$ cat src/nvh_pkg.sv
// constants, state encoding and cycle counts for the nonvolatile sram host port
// assumes a single 40 MHz clock; every count below is derived from that rate
package nvh_pkg;
   // ************************************************************
   // timing figures as printed
   // ************************************************************
   localparam int CLK_MHZ = 40;
   localparam int T_AA_NS = 110;
   localparam int T_PC_NS = 50;
   localparam int T_CA_MAX_NS = 10000;
   localparam int PAGE_MHZ = 33;
   localparam int T_PU_US = 450;
   // ************************************************************
   // derived cycle counts
   // ************************************************************
   // least times round up, the longest time rounds down
   localparam int ACC_CYC = (T_AA_NS * CLK_MHZ + 999) / 1000;
   localparam int PAGE_CYC = (CLK_MHZ + PAGE_MHZ - 1) / PAGE_MHZ;
   localparam int PC_CYC = (T_PC_NS * CLK_MHZ + 999) / 1000;
   localparam int CE_MAX_CYC = (T_CA_MAX_NS * CLK_MHZ) / 1000;
   localparam int PU_CYC = T_PU_US * CLK_MHZ;
   // worst access plus setup and end cycles, kept as headroom
   localparam int CE_GUARD = ACC_CYC + 3;
   localparam int TMR_W = 15;
   localparam int CE_CNT_W = 10;
   localparam int COL_W = 2;
   // ************************************************************
   // controller states
   // ************************************************************
   typedef enum logic [2:0] {
      ST_BOOT = 3'h0,
      ST_PU = 3'h1,
      ST_IDLE = 3'h2,
      ST_SETUP = 3'h3,
      ST_ACCESS = 3'h4,
      ST_END = 3'h5,
      ST_PRECH = 3'h6
   } nvh_state_t;
endpackage

$ cat src/nvh_tmr_if.sv
// load and done signals between the host controller and its wait timer
// assumes both ends sit on the same clock
`timescale 1ns/10ps
interface nvh_tmr_if
   #(parameter int W = 15);
   logic load;
   logic [W-1:0] val;
   logic done;
   modport ctl (output load, output val, input done);
   modport tmr (input load, input val, output done);
endinterface

$ cat src/nvh_host_ctl.sv
// host controller for a 128k x 16 nonvolatile sram-style memory
// assumes the memory sits directly on the pins and that requests come from one master
`timescale 1ns/10ps
module nvh_host_ctl
   import nvh_pkg::*;
   #(parameter int AW = 17,
     parameter int DW = 16,
     parameter int PU_CYCLES = PU_CYC,
     parameter bit HOLD_CE = 1'b1)
   (
   input wire logic ref_clk_in,
   input wire logic rst_b_in,
   input wire logic req_valid_in,
   input wire logic req_write_in,
   input wire logic [AW-1:0] req_addr_in,
   input wire logic [DW-1:0] req_wdata_in,
   input wire logic [1:0] req_be_in,
   output logic req_ready_out,
   output logic rsp_valid_out,
   output logic [DW-1:0] rsp_rdata_out,
   output logic ce_n_out,
   output logic we_n_out,
   output logic oe_n_out,
   output logic upper_byte_sel_n_out,
   output logic lower_byte_sel_n_out,
   output logic [AW-1:0] addr_out,
   output logic [DW-1:0] dq_out,
   output logic dq_oe_out,
   input wire logic [DW-1:0] dq_in
   );
   // ************************************************************
   // state
   // ************************************************************
   nvh_state_t st;
   nvh_state_t next_st;
   logic [AW-1:0] addr_q;
   logic [AW-1:0] next_addr_q;
   logic [DW-1:0] wdata_q;
   logic [DW-1:0] next_wdata_q;
   logic [1:0] be_q;
   logic [1:0] next_be_q;
   logic wr_q;
   logic next_wr_q;
   logic page_q;
   logic next_page_q;
   logic ce_low;
   logic next_ce_low;
   logic we_low;
   logic next_we_low;
   logic oe_low;
   logic next_oe_low;
   logic dq_oe;
   logic next_dq_oe;
   logic [1:0] bsel_n;
   logic [1:0] next_bsel_n;
   logic [CE_CNT_W-1:0] ce_cnt;
   logic [CE_CNT_W-1:0] next_ce_cnt;
   logic [DW-1:0] rdata;
   logic [DW-1:0] next_rdata;
   logic rsp_valid;
   logic next_rsp_valid;
   logic keep_ce;
   logic take;

   nvh_tmr_if #(.W(TMR_W)) tmr_bus ();

   nvh_timer #(.W(TMR_W)) u_timer (
      .ref_clk_in(ref_clk_in),
      .rst_b_in(rst_b_in),
      .t(tmr_bus.tmr)
   );

   // ************************************************************
   // next-state logic
   // ************************************************************
   // stay selected only while budget leaves room for a worst-case access
   assign keep_ce = HOLD_CE && (ce_cnt < CE_CNT_W'(CE_MAX_CYC - CE_GUARD));
   assign req_ready_out = (st == ST_IDLE) || ((st == ST_END) && keep_ce);
   assign take = req_valid_in && req_ready_out;

   always_comb
   begin
      next_st = st;
      next_addr_q = addr_q;
      next_wdata_q = wdata_q;
      next_be_q = be_q;
      next_wr_q = wr_q;
      next_page_q = page_q;
      next_ce_low = ce_low;
      next_rdata = rdata;
      next_rsp_valid = 1'b0;
      tmr_bus.load = 1'b0;
      tmr_bus.val = '0;
      if (take)
      begin
         next_addr_q = req_addr_in;
         next_wdata_q = req_wdata_in;
         next_be_q = req_be_in;
         next_wr_q = req_write_in;
      end
      case (st)
         ST_BOOT:
         begin
            // memory not usable until power-up delay passes, select held high
            tmr_bus.load = 1'b1;
            tmr_bus.val = TMR_W'(PU_CYCLES);
            next_ce_low = 1'b0;
            next_st = ST_PU;
         end
         ST_PU:
         begin
            if (tmr_bus.done)
            begin
               next_st = ST_IDLE;
            end
         end
         ST_IDLE:
         begin
            if (take)
            begin
               next_page_q = 1'b0;
               next_ce_low = 1'b1;
               next_st = ST_SETUP;
            end
         end
         ST_SETUP:
         begin
            // only a follow-on access inside the open row, same word included, earns the short wait
            tmr_bus.load = 1'b1;
            tmr_bus.val = page_q ? TMR_W'(PAGE_CYC) : TMR_W'(ACC_CYC);
            next_st = ST_ACCESS;
         end
         ST_ACCESS:
         begin
            if (tmr_bus.done)
            begin
               if (!wr_q)
               begin
                  next_rdata = dq_in;
                  next_rsp_valid = 1'b1;
               end
               next_st = ST_END;
            end
         end
         ST_END:
         begin
            if (take)
            begin
               // same upper bits keep the row, the memory sees the new address
               next_page_q = (req_addr_in[AW-1:COL_W] == addr_q[AW-1:COL_W]);
               next_st = ST_SETUP;
            end
            else
            begin
               // release select as soon as the burst runs dry
               next_ce_low = 1'b0;
               tmr_bus.load = 1'b1;
               tmr_bus.val = TMR_W'(PC_CYC);
               next_st = ST_PRECH;
            end
         end
         ST_PRECH:
         begin
            if (tmr_bus.done)
            begin
               next_st = ST_IDLE;
            end
         end
         default:
         begin
            next_ce_low = 1'b0;
            next_st = ST_BOOT;
         end
      endcase
      // strobes registered so the pins never glitch
      next_we_low = (next_st == ST_ACCESS) && next_wr_q;
      next_oe_low = ((next_st == ST_SETUP) || (next_st == ST_ACCESS)) && !next_wr_q;
      next_dq_oe = next_wr_q && ((next_st == ST_SETUP) || (next_st == ST_ACCESS)
                   || (next_st == ST_END));
      next_bsel_n = next_ce_low ? ~next_be_q : 2'h3;
      next_ce_cnt = ce_low ? ce_cnt + CE_CNT_W'(1) : '0;
   end

   // ************************************************************
   // registers
   // ************************************************************
   always_ff @(posedge ref_clk_in)
   begin
      if (!rst_b_in)
      begin
         st <= ST_BOOT;
         addr_q <= '0;
         wdata_q <= '0;
         be_q <= 2'h0;
         wr_q <= 1'b0;
         page_q <= 1'b0;
         ce_low <= 1'b0;
         we_low <= 1'b0;
         oe_low <= 1'b0;
         dq_oe <= 1'b0;
         bsel_n <= 2'h3;
         ce_cnt <= '0;
         rdata <= '0;
         rsp_valid <= 1'b0;
      end
      else
      begin
         st <= next_st;
         addr_q <= next_addr_q;
         wdata_q <= next_wdata_q;
         be_q <= next_be_q;
         wr_q <= next_wr_q;
         page_q <= next_page_q;
         ce_low <= next_ce_low;
         we_low <= next_we_low;
         oe_low <= next_oe_low;
         dq_oe <= next_dq_oe;
         bsel_n <= next_bsel_n;
         ce_cnt <= next_ce_cnt;
         rdata <= next_rdata;
         rsp_valid <= next_rsp_valid;
      end
   end

   assign ce_n_out = ~ce_low;
   assign we_n_out = ~we_low;
   assign oe_n_out = ~oe_low;
   assign upper_byte_sel_n_out = bsel_n[1];
   assign lower_byte_sel_n_out = bsel_n[0];
   assign addr_out = addr_q;
   assign dq_out = wdata_q;
   assign dq_oe_out = dq_oe;
   assign rsp_valid_out = rsp_valid;
   assign rsp_rdata_out = rdata;
endmodule // nvh_host_ctl

$ cat src/nvh_timer.sv
// down-counting wait timer; done is high while the count rests at zero
// assumes load is a one-cycle pulse from the controller
`timescale 1ns/10ps
module nvh_timer
   import nvh_pkg::*;
   #(parameter int W = TMR_W)
   (
   input wire logic ref_clk_in,
   input wire logic rst_b_in,
   nvh_tmr_if.tmr t
   );
   logic [W-1:0] cnt;
   logic [W-1:0] next_cnt;

   always_comb
   begin
      next_cnt = cnt;
      if (t.load)
      begin
         next_cnt = t.val;
      end
      else if (cnt != '0)
      begin
         next_cnt = cnt - {{(W-1){1'b0}}, 1'b1};
      end
   end

   always_ff @(posedge ref_clk_in)
   begin
      if (!rst_b_in)
      begin
         cnt <= '0;
      end
      else
      begin
         cnt <= next_cnt;
      end
   end

   // done never looks at load, so the controller's decode forms no loop through it
   assign t.done = (cnt == '0);
endmodule // nvh_timer

$ cat config.mk
export PLATFORM = sky130hd
export DESIGN_NAME = nvh_host_ctl
export DESIGN_NICKNAME = d
export VERILOG_FILES = /design/src/nvh_pkg.sv /design/src/nvh_tmr_if.sv /design/src/nvh_host_ctl.sv /design/src/nvh_timer.sv
export SDC_FILE = /design/constraint.sdc
export NUM_CORES = 1
export LEC_CHECK = 0
export BUFFER_PORTS_ARGS = -buffer_cell sky130_fd_sc_hd__buf_2
export CORE_ASPECT_RATIO = 1.5
export CORE_MARGIN = 8
export CORE_UTILIZATION = 40
export CTS_CLUSTER_DIAMETER = 80
export DETAILED_ROUTE_END_ITERATION = 16
export RECOVER_POWER = 50
export SKIP_LAST_GASP = 1
export SYNTH_ARGS = -nofsm -noshare
export SYNTH_HDL_FRONTEND = slang
export SYNTH_SLANG_ARGS = --single-unit
$ cat constraint.sdc
create_clock -name ref_clk_in -period 3.35 [get_ports ref_clk_in]
set_input_delay 0.67 -clock ref_clk_in [delete_from_list [all_inputs] [get_ports ref_clk_in]]
set_output_delay 0.67 -clock ref_clk_in [all_outputs]
set_load 0.1 [all_outputs]
## Yosys cells after proc, flatten, opt, wreduce, memory -nomap -nowiden

Cells that the tools add are included.

| word-level totals | value |
|---|---|
| bits in registers | 88 |
| input bits | 55 |

| cells by class | value |
|---|---|
| add/subtract/negate cells | 2 |
| magnitude comparators | 1 |
| eq/ne operators | 12 |
| multiplexer cells | 21 |
| bitwise gates (word level) | 5 |
| reduce and logical (&&, ||, !) cells | 22 |

Operator list:

| kind | count |
|---|---|
| $pmux 15 s3 | 1 |
| $mux 15 | 2 |
| $pmux 3 s6 | 1 |
| $eq 15x15->1 | 1 |
| $eq 3x3->1 const B | 5 |
| $logic_not 15->1 | 1 |
| $mux 3 | 5 |
| $reduce_bool 15->1 | 1 |
| $sub 15x1->15 const B | 1 |
| $add 10x1->10 const B | 1 |
| $lt 10x9->1 const B | 1 |
| $eq 3x2->1 const B | 3 |
| $reduce_and 3->1 | 3 |
| $mux 1 | 7 |
| $logic_and 1x1->1 | 5 |
| $mux 2 | 2 |
| $ne 2x2->1 const B | 2 |
| $not 1->1 | 4 |
| $pmux 1 s2 | 2 |
| $reduce_and 2->1 | 2 |
| $reduce_bool 2->1 | 2 |
| $reduce_or 2->1 | 2 |
| $reduce_or 4->1 | 1 |
| $eq 3x1->1 const B | 1 |
| 5 further kinds | 7 |

## Longest topological paths before layout

Gate-level depths: netlist (run 1).

| depth | value |
|---|---|
| word-level depth | 10 |
| mapped depth | 9 |

## Cells and area by module

Synthesis (run 1) repeated with hierarchy kept, for this count alone.

| unflattened totals | value |
|---|---|
| cells, all modules | 490 |
| area total of the unflattened synthesis | 4355.4 sq um |

By module, submodules not included:

| module | instances | cells an instance | area an instance (sq um) |
|---|---|---|---|
| nvh_host_ctl | 1 | 389 | 3502.1 |
| nvh_timer | 1 | 101 | 853.3 |

## Worst setup path before layout (run 1)

Ideal clock, no wire load.

| timing path | value |
|---|---|
| path type | register to output |
| from | reg ce_cnt[6] |
| to | out req_ready_out |
| data arrival time | 3.090 ns |
| required time | 2.680 ns |
| path slack | -0.410 ns |
| cell stages (with the launch flop) | 4 |
| path buffers | 0 |
| cells stage by stage | dfxtp_1 > nor4_2 > nor2_1 > o32ai_1 |

| between the ends | value |
|---|---|
| word-level cells in the longest chain between the ends | 3 |

Ends and longest elaborated chain:

| what | RTL line | source |
|---|---|---|
| start, declared | nvh_host_ctl.sv:56 | `logic [CE_CNT_W-1:0] ce_cnt;` |
| start signal, assigned | nvh_host_ctl.sv:219 | `ce_cnt <= next_ce_cnt;` |
| $lt 10x9->1 | nvh_host_ctl.sv:77 | `assign keep_ce = HOLD_CE && (ce_cnt < CE_CNT_W'(CE_MAX_CYC - CE_GUARD));` |
| $logic_and 1x1->1 | nvh_host_ctl.sv:78 | `assign req_ready_out = (st == ST_IDLE) \|\| ((st == ST_END) && keep_ce);` |
| $logic_or 1x1->1 | nvh_host_ctl.sv:78 |  |
| end, declared | nvh_host_ctl.sv:18 | `output logic req_ready_out,` |

No other way between the ends.

## Final worst setup path (run 1)

| timing path | value |
|---|---|
| from | reg st[0] |
| to | out req_ready_out |

| between the ends | value |
|---|---|
| word-level cells in the longest chain between the ends | 3 |
| elaborated cells between the ends (all ways) | 4 |
| classes of those cells | eq/ne: 2; reduce/logical: 2 |

Ends and longest elaborated chain:

| what | RTL line | source |
|---|---|---|
| start, declared | nvh_host_ctl.sv:34 | `nvh_state_t st;` |
| start signal, assigned | nvh_host_ctl.sv:208 | `st <= next_st;` |
| $eq 3x3->1 | nvh_host_ctl.sv:78 |  |
| $logic_and 1x1->1 | nvh_host_ctl.sv:78 |  |
| $logic_or 1x1->1 * | nvh_host_ctl.sv:78 |  |

Mark *: on every way between the ends. The rest lies on a longest branch, timed or not.

==> impl_metrics.env, run 1 <==
export IMPL_status="complete, no violations"
export IMPL_rrSetupSlack_ps=930
export IMPL_hold_class="register to register"
export IMPL_antenna_cells=0
export IMPL_synth_cells=451
export IMPL_worstMarginPinSlew_ps=1218
export IMPL_ctsLongestPathBuffers=2
export IMPL_drive_gt1_share_pct=19.14
export IMPL_synth_area_leaders="dfxtp_1 (45%), nand2_1 (9.7%), a21boi_1 (6.8%), xor2_1 (4.9%), a21boi_2 (2.9%)"
export IMPL_p_total_mw=2.581
export IMPL_synth_fp_nets=509
export IMPL_hpwlAfterDp_um=7506
export IMPL_ios=112
export IMPL_slew_headroom_pct=19.17
export IMPL_p_per_area_nw_per_um2=536.9
export IMPL_end_kind="primary output"
export IMPL_crit_fanout=17
export IMPL_dieArea_um2=13370
export IMPL_portBuffers=111
export IMPL_start_util_pct=40.99
export IMPL_cts_setup_buffers=0
export IMPL_r2r_start="u_timer.cnt[11]"
export IMPL_ys_async_sr_fraction_pct=0
export IMPL_ctsHoldBuffers=0
export IMPL_fin_tns_setup_ps=0
export IMPL_crit_start="st[0]"
export IMPL_cts_sinks=88
export IMPL_yosys_mux_area_fraction_pct=0.8555
export IMPL_r2r_end="rsp_rdata_out[0]"
export IMPL_viasPerCell=5.049
export IMPL_syn_to_final_growth_pct=21.74
export IMPL_grt_pass1_wl_um=16630
export IMPL_place_area_um2=4559
export IMPL_setup_viol=0
export IMPL_synth_edf_count=0
export IMPL_synth_cell_types=52
export IMPL_max_cap_viol_count=0
export IMPL_htree_levels=3
export IMPL_grt_pass1_vias=3510
export IMPL_grt_antenna_before_repair=0
export IMPL_gp_congestion=0.8350
export IMPL_dr_pass1_iters=4
export IMPL_syn_cell_area_um2=3949
export IMPL_overflow=0
export IMPL_critPathKind="register to primary output"
export IMPL_ys_warn_count=0
export IMPL_worstPathArrival_ps=2190
export IMPL_yosys_area_share_simple_pct=23.80
export IMPL_period_needed_ps=2857
export IMPL_path_clk_slew_ps=60
export IMPL_synth_seq_cells=88
export IMPL_synth_xor_area_share_pct=7.098
export IMPL_critPathRequiredTime_ps=2680
export IMPL_crit_end="req_ready_out"
export IMPL_use_met3_pct=5.773
export IMPL_synth_top_area_cell="dfxtp_1"
export IMPL_drc=0
export IMPL_start_kind="register"
export IMPL_rsz0062_at_grt="false"
export IMPL_ant_nets=0
export IMPL_ys_seq_area_share_pct=44.61
export IMPL_die_height_um=137.7
export IMPL_ir_drop_mv=0.3884
export IMPL_reg2regPathDepth=5
export IMPL_die_x_um=97.13
export IMPL_fmax_mhz=350.0
export IMPL_grt_util_all_layers_pct=14.96
export IMPL_grt_busiest_layer="met2"
export IMPL_synth_compound_area_share_pct=18.63
export IMPL_whs_ps=438.6
export IMPL_synth_top_area_share_pct=44.61
export IMPL_design_area_um2=4807
export IMPL_cts_tree="built"
export IMPL_insertion_delay_ps=330
export IMPL_synthAdderAreaFrac_pct=0.9506
export IMPL_vias=3403
export IMPL_gr_usage_met1_pct=16.34
export IMPL_grt_max_degree=35
export IMPL_clock_skew_ps=7.115
export IMPL_final_common_cell="nand2_1"
export IMPL_slew_viol_final=0
export IMPL_post_cts_resized=0
export IMPL_wl_um=10050
export IMPL_core_area_um2=9634
export IMPL_final_nets=612
export IMPL_grt_util_met2_pct=25.89
export IMPL_num_rows=44
export IMPL_synth_flop_cell="dfxtp_1"
export IMPL_final_cell_mix="nand2_1 (102), dfxtp_1 (88), clkbuf_1 (60)"
export IMPL_fin_crit_sh_pct=85.28
export IMPL_synth_top_family_by_area="simple AND/OR/NAND/NOR gates"
export IMPL_p_leak_nw=1.798
export IMPL_syn_area_per_cell_um2=8.756
export IMPL_hold_violations=0
export IMPL_wire_per_inst_um=14.92
export IMPL_numCtsBuffers=9
export IMPL_clockRootBuffer="clkbuf_16"
export IMPL_drt_initial_drc_count=173
## synthesized netlist by cell type (2+ instances only)
cell type and count:
nor3_1 6, a21oi_1 10, nor2_1 26, xor2_1 22
nor4_2 3, nor3_2 2, o22ai_1 5, o41ai_1 2
o221a_2 3, nand4_1 3, nand2_1 102, nor2b_1 2
o31ai_1 2, clkbuf_1 15, a21boi_2 10, a21boi_1 36
mux2_2 3, o21ai_0 8, xnor2_1 10, buf_6 3
nand3_1 14, a21boi_0 3, nand2b_1 3, inv_1 9
o211a_1 2, and2_1 7, nand2_2 10, o21ai_1 3
nor3b_1 2, buf_2 3, and3_1 4, ha_1 3
dfxtp_1 88, nor4_1 7, or4_1 3
## layer usage
layer | wire, µm | up-vias
li1 | - | 1745
met3 | 692 | 12
met5 | 0 | -
met4 | 140 | 0
met1 | 4159 | 1558
met2 | 5061 | 88
## cells by family (layout without fill, tap and decap cells)
logic type	after synthesis	after routing
fa+ha+maj	3	3
flops	88	88
simple gates	198	198
xor+xnor	32	32
buf+inv	32	140
mux	3	3
compound gates	95	95
## worst min-delay path by stage
stage,startpoint,end,depth (start not counted)
finish,ce_cnt[0],ce_cnt[0],1
global route,dq_out[6],dq_out[6],2
CTS,ce_cnt[0],ce_cnt[0],1
detailed placement,ce_cnt[0],ce_cnt[0],1
global placement,ce_cnt[0],ce_cnt[0],1
floorplan,ce_cnt[0],ce_cnt[0],1
## registers in the layout, indices dropped and copies added, names as in the netlist
register and flops:
bsel_n 2, ce_cnt 10, st 3, rsp_rdata_out 16, oe_low 1, addr_out 17, ce_low 1, rsp_valid_out 1
dq_out 16, be_q 2, page_q 1, wr_q 1, u_timer.cnt 15, we_low 1, dq_oe_out 1
## area by class of cell
type | instances | area (µm²)
fill | 963 | 4827
multi-input combinational | 331 | 2034
clock inverter | 4 | 76.32
sequential | 88 | 1762
timing repair buffer | 115 | 510.5
tap | 115 | 143.9
clock buffer | 12 | 246.5
inverter | 9 | 33.78
## report_power, final
| group | internal (mW) | leakage, nW | switching (mW) |
|---|---|---|---|
| Combinational | 0.154 | 0.933 | 0.210 |
| Sequential | 1.08 | 0.712 | 0.0492 |
| Clock | 0.677 | 0.153 | 0.407 |
| Total | 1.92 | 1.80 | 0.666 |
## per-stage QoR
step / util [%] / std cells / setup slack [ps]
finish: 49.90 / 674 / 493.0
global route: 49.90 / 674 / 354.7
CTS: 50.68 / 674 / 479.0
detailed placement: 47.32 / 658 / 844.8
global placement: 47.32 / 658 / 871.8
floorplan: - / 451 / 599.4
## worst max-delay path, cell delays in order (launching register included)
cell and delay [ps]:
dfxtp_1 670, nand3_1 380, o32ai_2 330, buf_2 480
Note: power is estimated with default switching activity, not from simulation.
==> run 2, diff against run 1 <==
--- a/config.mk
+++ b/config.mk
@@ -8,8 +8,8 @@
 export BUFFER_PORTS_ARGS = -buffer_cell sky130_fd_sc_hd__buf_2
 export CORE_ASPECT_RATIO = 1.5
 export CORE_MARGIN = 8
-export CORE_UTILIZATION = 40
-export CTS_CLUSTER_DIAMETER = 80
+export CORE_UTILIZATION = 28
+export CTS_CLUSTER_DIAMETER = 100
 export DETAILED_ROUTE_END_ITERATION = 16
 export RECOVER_POWER = 50
 export SKIP_LAST_GASP = 1
==> run 2 against run 1 <==
Via count is 2.9% higher. Final cell count is 7.6% higher. Utilization is 15 points lower. Global-route usage is 3.0 points lower. Sequential power hardly changed. First-iteration DRC count is 7.5% lower. Non-clock buffer count stayed put. Combinational power hardly changed. Wire length is 8.2% higher. Clock power is 11% lower. Critical endpoint unchanged. Largest power group unchanged.
==> impl_metrics.env, run 2 (synthesis results as in run 1) <==
export IMPL_status="complete, no violations"
export IMPL_hold_class="register to register"
export IMPL_portBuffers=111
export IMPL_cts_sinks=88
export IMPL_ir_drop_mv=0.2154
export IMPL_core_area_um2=13930
export IMPL_p_per_area_nw_per_um2=507.7
export IMPL_switchingPower_mw=0.6846
export IMPL_ctsHoldBuffers=0
export IMPL_cp_top_family="flip-flops"
export IMPL_clock_skew_ps=7.499
export IMPL_worstPathCellList="nand3_1, o32ai_2, buf_2"
export IMPL_combPwrFrac_pct=14.8
export IMPL_dr_pass1_iters=4
export IMPL_clock_power_share_pct=39.1
export IMPL_final_nets=612
export IMPL_fmax_mhz=348.0
export IMPL_design_area_um2=4830
export IMPL_syn_to_final_growth_pct=22.31
export IMPL_overflow=0
export IMPL_worstPathArrival_ps=2200
export IMPL_die_height_um=161.4
export IMPL_critPathKind="register to primary output"
export IMPL_htree_levels=3
export IMPL_die_x_um=113.0
export IMPL_ant_nets=0
export IMPL_slowest_delay_ps=680
export IMPL_drc=0
export IMPL_p_int_mw=1.767
export IMPL_cts_tree="built"
export IMPL_grt_antenna_before_repair=2
export IMPL_dieArea_um2=18240
export IMPL_hold_violations=0
export IMPL_hpwlAfterDp_um=8078
export IMPL_crit_fanout=17
export IMPL_slew_headroom_pct=17.43
export IMPL_gp_congestion=0.8140
export IMPL_fin_tns_setup_ps=0
export IMPL_p_leak_nw=1.778
export IMPL_num_rows=53
export IMPL_swShare_pct=27.92
export IMPL_drt_initial_drc_count=160
export IMPL_period_needed_ps=2874
export IMPL_slew_viol_final=0
export IMPL_end_kind="primary output"
export IMPL_wire_per_inst_um=15.00
export IMPL_fin_crit_sh_pct=85.78
export IMPL_rrSetupSlack_ps=950
export IMPL_fillers=1504
export IMPL_viasPerCell=4.829
export IMPL_p_seq_share_pct=46.2
export IMPL_post_cts_resized=0
export IMPL_grt_pass1_wl_um=17550
export IMPL_largest_reg_flops=17
export IMPL_setup_viol=0
export IMPL_cpMaxStageDelayCell="dfxtp_1"
export IMPL_grt_max_degree=36
export IMPL_final_cell_mix="nand2_1 (102), dfxtp_1 (88), clkbuf_1 (60)"
export IMPL_wl_um=10870
export IMPL_final_common_cell="nand2_1"
export IMPL_grt_util_all_layers_pct=11.99
export IMPL_ctsLongestPathBuffers=2
export IMPL_critPathRequiredTime_ps=2680
export IMPL_worstMarginPinSlew_ps=1244
export IMPL_worst_path_buf_inv=1
export IMPL_clockRootBuffer="clkbuf_16"
export IMPL_start_kind="register"
export IMPL_cts_setup_buffers=0
export IMPL_rsz0062_at_grt="false"
export IMPL_path_clk_slew_ps=60
export IMPL_numCtsBuffers=9
export IMPL_max_cap_viol_count=0
export IMPL_grt_pass1_vias=3584
export IMPL_drive_gt1_share_pct=19.14
export IMPL_start_util_pct=28.36
export IMPL_vias=3501
export IMPL_insertion_delay_ps=340
export IMPL_place_area_um2=4622
export IMPL_ios=112
## run 2: changes by cell type in the layout (fill, tap and decap cells not counted)
| cell | change |
|---|---|
| clkinv_2 | +1 |
| bufinv_16 | -2 |
| buf_4 | -1 |
| inv_8 | +1 |
| clkinv_4 | +2 |
| diode_2 | +1 |
| and2_1 | -1 |
| and2_0 | +1 |
| inv_6 | -1 |
## run 2: power groups by stage
stage / clock, mW / combinational (mW) / sequential, mW
after floorplan: 0 / 0.264 / 1.16
after global placement: 0 / 0.361 / 1.15
after detailed placement: 0 / 0.363 / 1.15
after CTS: 0.994 / 0.366 / 1.13
after global routing: 1.04 / 0.402 / 1.14
final: 0.958 / 0.363 / 1.13
## run 2: path summary, 6_finish.rpt
check | from | cells past startpoint | to
setup / recovery | st[0] | 3 | req_ready_out
hold / removal | ce_cnt[0] | 1 | ce_cnt[0]
hold reg to reg | ce_cnt[0] | 1 | ce_cnt[0]
setup reg to reg | u_timer.cnt[11] | 5 | rsp_rdata_out[6]
## run 2: cell type report
type	count	area, µm²	area share (%)
sequential	88	1762	36.48
multi-input combinational	331	2034	42.12
antenna	1	2.502	0.05181
timing repair buffer	115	506.7	10.49
clock buffer	11	242.7	5.026
tap	165	206.4	4.275
clock inverter	5	41.29	0.8549
inverter	9	33.78	0.6995
## run 2: per-stage QoR
| step | instances | setup slack, ps | power [mW] | hold slack [ps] | util, % |
|---|---|---|---|---|---|
| finish | 725 | 476.4 | 2.452 | 444.7 | 34.68 |
| global route | 725 | 170.4 | 2.578 | 465.2 | 34.68 |
| CTS | 724 | 445.0 | 2.491 | 449.0 | 35.23 |
| detailed placement | 708 | 815.2 | 1.518 | 438.4 | 33.19 |
| global placement | 708 | 850.9 | 1.513 | 426.3 | 33.19 |
| floorplan | 451 | 599.4 | 1.423 | 413.2 | - |
## run 2: metal layers
metal | track usage, % | wire length (µm) | vias up
met5 | 0 | 16 | -
met4 | 8.394 | 388 | 2
met3 | 2.429 | 513 | 23
met2 | 21.58 | 5654 | 97
met1 | 12.11 | 4299 | 1627
li1 | - | - | 1752
==> run 3, diff against run 2 <==
--- a/config.mk
+++ b/config.mk
@@ -5,12 +5,12 @@
 export SDC_FILE = /design/constraint.sdc
 export NUM_CORES = 1
 export LEC_CHECK = 0
-export BUFFER_PORTS_ARGS = -buffer_cell sky130_fd_sc_hd__buf_2
 export CORE_ASPECT_RATIO = 1.5
 export CORE_MARGIN = 8
 export CORE_UTILIZATION = 28
 export CTS_CLUSTER_DIAMETER = 100
 export DETAILED_ROUTE_END_ITERATION = 16
+export DONT_BUFFER_PORTS = 1
 export RECOVER_POWER = 50
 export SKIP_LAST_GASP = 1
 export SYNTH_ARGS = -nofsm -noshare
==> run 3 against run 2 <==
Final area down 8.9%. Worst hold slack improved by 2.1 ps. Maximum frequency decreased by 0.52%. Largest power group unchanged.
==> impl_metrics.env, run 3 (synthesis results as in run 1) <==
export IMPL_clock_skew_ps=5.398
export IMPL_wl_um=10160
export IMPL_num_rows=53
export IMPL_cts_setup_buffers=0
export IMPL_crit_fanout=17
export IMPL_grt_max_degree=76
export IMPL_whs_path_depth=1
export IMPL_die_x_um=113.0
export IMPL_max_cap_viol_count=0
export IMPL_ir_drop_mv=0.2335
export IMPL_ctsHoldBuffers=0
export IMPL_vias=3093
export IMPL_grt_util_all_layers_pct=10.94
export IMPL_end_kind="primary output"
export IMPL_timing_final_ws_setup_ps=461.2
export IMPL_final_common_cell="nand2_1"
export IMPL_p_per_area_nw_per_um2=555.3
export IMPL_drc=0
export IMPL_start_kind="register"
export IMPL_rsz0062_at_grt="false"
export IMPL_overflow=0
export IMPL_status="complete, no violations"
export IMPL_cts_tree="built"
export IMPL_fin_cells=625
export IMPL_setup_viol=0
export IMPL_htree_levels=3
export IMPL_grt_pass1_wl_um=15880
export IMPL_insertion_delay_ps=340
export IMPL_p_leak_nw=1.513
export IMPL_largest_reg_flops=17
export IMPL_dpl_cell_count=609
export IMPL_worstPathCellList="nand3_1, o32ai_4, buf_4"
export IMPL_whs_ps=446.8
export IMPL_reg2regPathDepth=5
export IMPL_antenna_cells=0
export IMPL_gp_congestion=0.8582
export IMPL_cts_sinks=88
export IMPL_portBuffers=0
export IMPL_start_util_pct=28.36
export IMPL_ant_nets=0
export IMPL_cpMaxStageDelayCell="dfxtp_1"
export IMPL_fmax_mhz=346.2
export IMPL_fin_crit_sh_pct=86.23
export IMPL_die_height_um=161.4
export IMPL_hold_violations=0
export IMPL_numCtsBuffers=9
export IMPL_path_clk_slew_ps=60
export IMPL_final_nets=513
export IMPL_final_cell_mix="nand2_1 (102), dfxtp_1 (88), a21boi_1 (36)"
export IMPL_drt_initial_drc_count=171
export IMPL_dieArea_um2=18240
export IMPL_viasPerCell=4.949
export IMPL_worstPathArrival_ps=2220
export IMPL_ios=112
export IMPL_slowest_delay_ps=730
export IMPL_critPathRequiredTime_ps=2680
export IMPL_period_needed_ps=2889
export IMPL_worstMarginPinSlew_ps=1344
export IMPL_ctsLongestPathBuffers=2
export IMPL_slew_headroom_pct=10.40
export IMPL_clockRootBuffer="clkbuf_16"
export IMPL_hold_class="register to register"
export IMPL_hpwlAfterDp_um=7579
export IMPL_critPathKind="register to primary output"
export IMPL_dr_pass1_iters=4
export IMPL_slew_viol_final=0
export IMPL_grt_antenna_before_repair=0
export IMPL_place_ws_ps=818.4
export IMPL_post_cts_resized=0
export IMPL_core_area_um2=13930
export IMPL_syn_to_final_growth_pct=11.38
export IMPL_drive_gt1_share_pct=11.09
export IMPL_grt_pass1_vias=3093
export IMPL_fin_tns_setup_ps=0
export IMPL_wire_per_inst_um=16.26
## run 3: changes by cell type in the layout (fill, tap and decap cells not counted), sizes merged
cell and change:
inv -1, bufinv +1, clkinv +1, diode -1
clkinvlp +1, clkbuf -47, buf -54
## run 3: where the power goes
| part | internal [mW] | total (mW) | switching (mW) |
|---|---|---|---|
| clock | 0.577 | 0.995 | 0.417 |
| sequential | 1.08 | 1.15 | 0.0641 |
| combinational | 0.129 | 0.300 | 0.170 |
## run 3: area by class of cell
| type | instances | area, µm² |
|---|---|---|
| Inverter | 9 | 33.78 |
| Tap cell | 165 | 206.4 |
| Multi-Input combinational cell | 331 | 2031 |
| Fill cell | 1474 | 9528 |
| Clock inverter | 7 | 72.57 |
| Timing Repair Buffer | 16 | 67.56 |
| Sequential cell | 88 | 1762 |
| Clock buffer | 9 | 225.2 |
## run 3: worst paths after layout
check / slack (ps) / start / end
setup / recovery: 460 / st[0] / req_ready_out
hold / removal: 450 / ce_cnt[0] / ce_cnt[0]
hold reg to reg: 450 / ce_cnt[0] / ce_cnt[0]
setup reg to reg: 500 / u_timer.cnt[11] / rsp_rdata_out[5]
## run 3: critical path: cells and delay by family, from the launching register on
family	cells	cell delay, ps
AND/OR/NAND/NOR	1	460
flip-flops	1	730
AO/OA/AOI/OAI	1	350
buffers and inverters	1	340
## run 3: layer usage
metal	part of all wire, %	global-route usage (%)	vias to the layer above
li1	-	-	1549
met1	39	11.15	1446
met2	52	19.45	86
met3	7.2	3.475	12
met4	2.0	5.839	0
met5	0	0	-
## run 3: metrics by stage
step / utilization (%) / power, mW / instance area [µm²]
2_1_floorplan: - / 1.423 / 3956
3_3_place_gp: 29.93 / 1.463 / 4168
3_5_place_dp: 29.93 / 1.472 / 4168
4_1_cts: 32.07 / 2.484 / 4466
5_1_grt: 31.58 / 2.553 / 4398
6_report: 31.58 / 2.442 / 4398
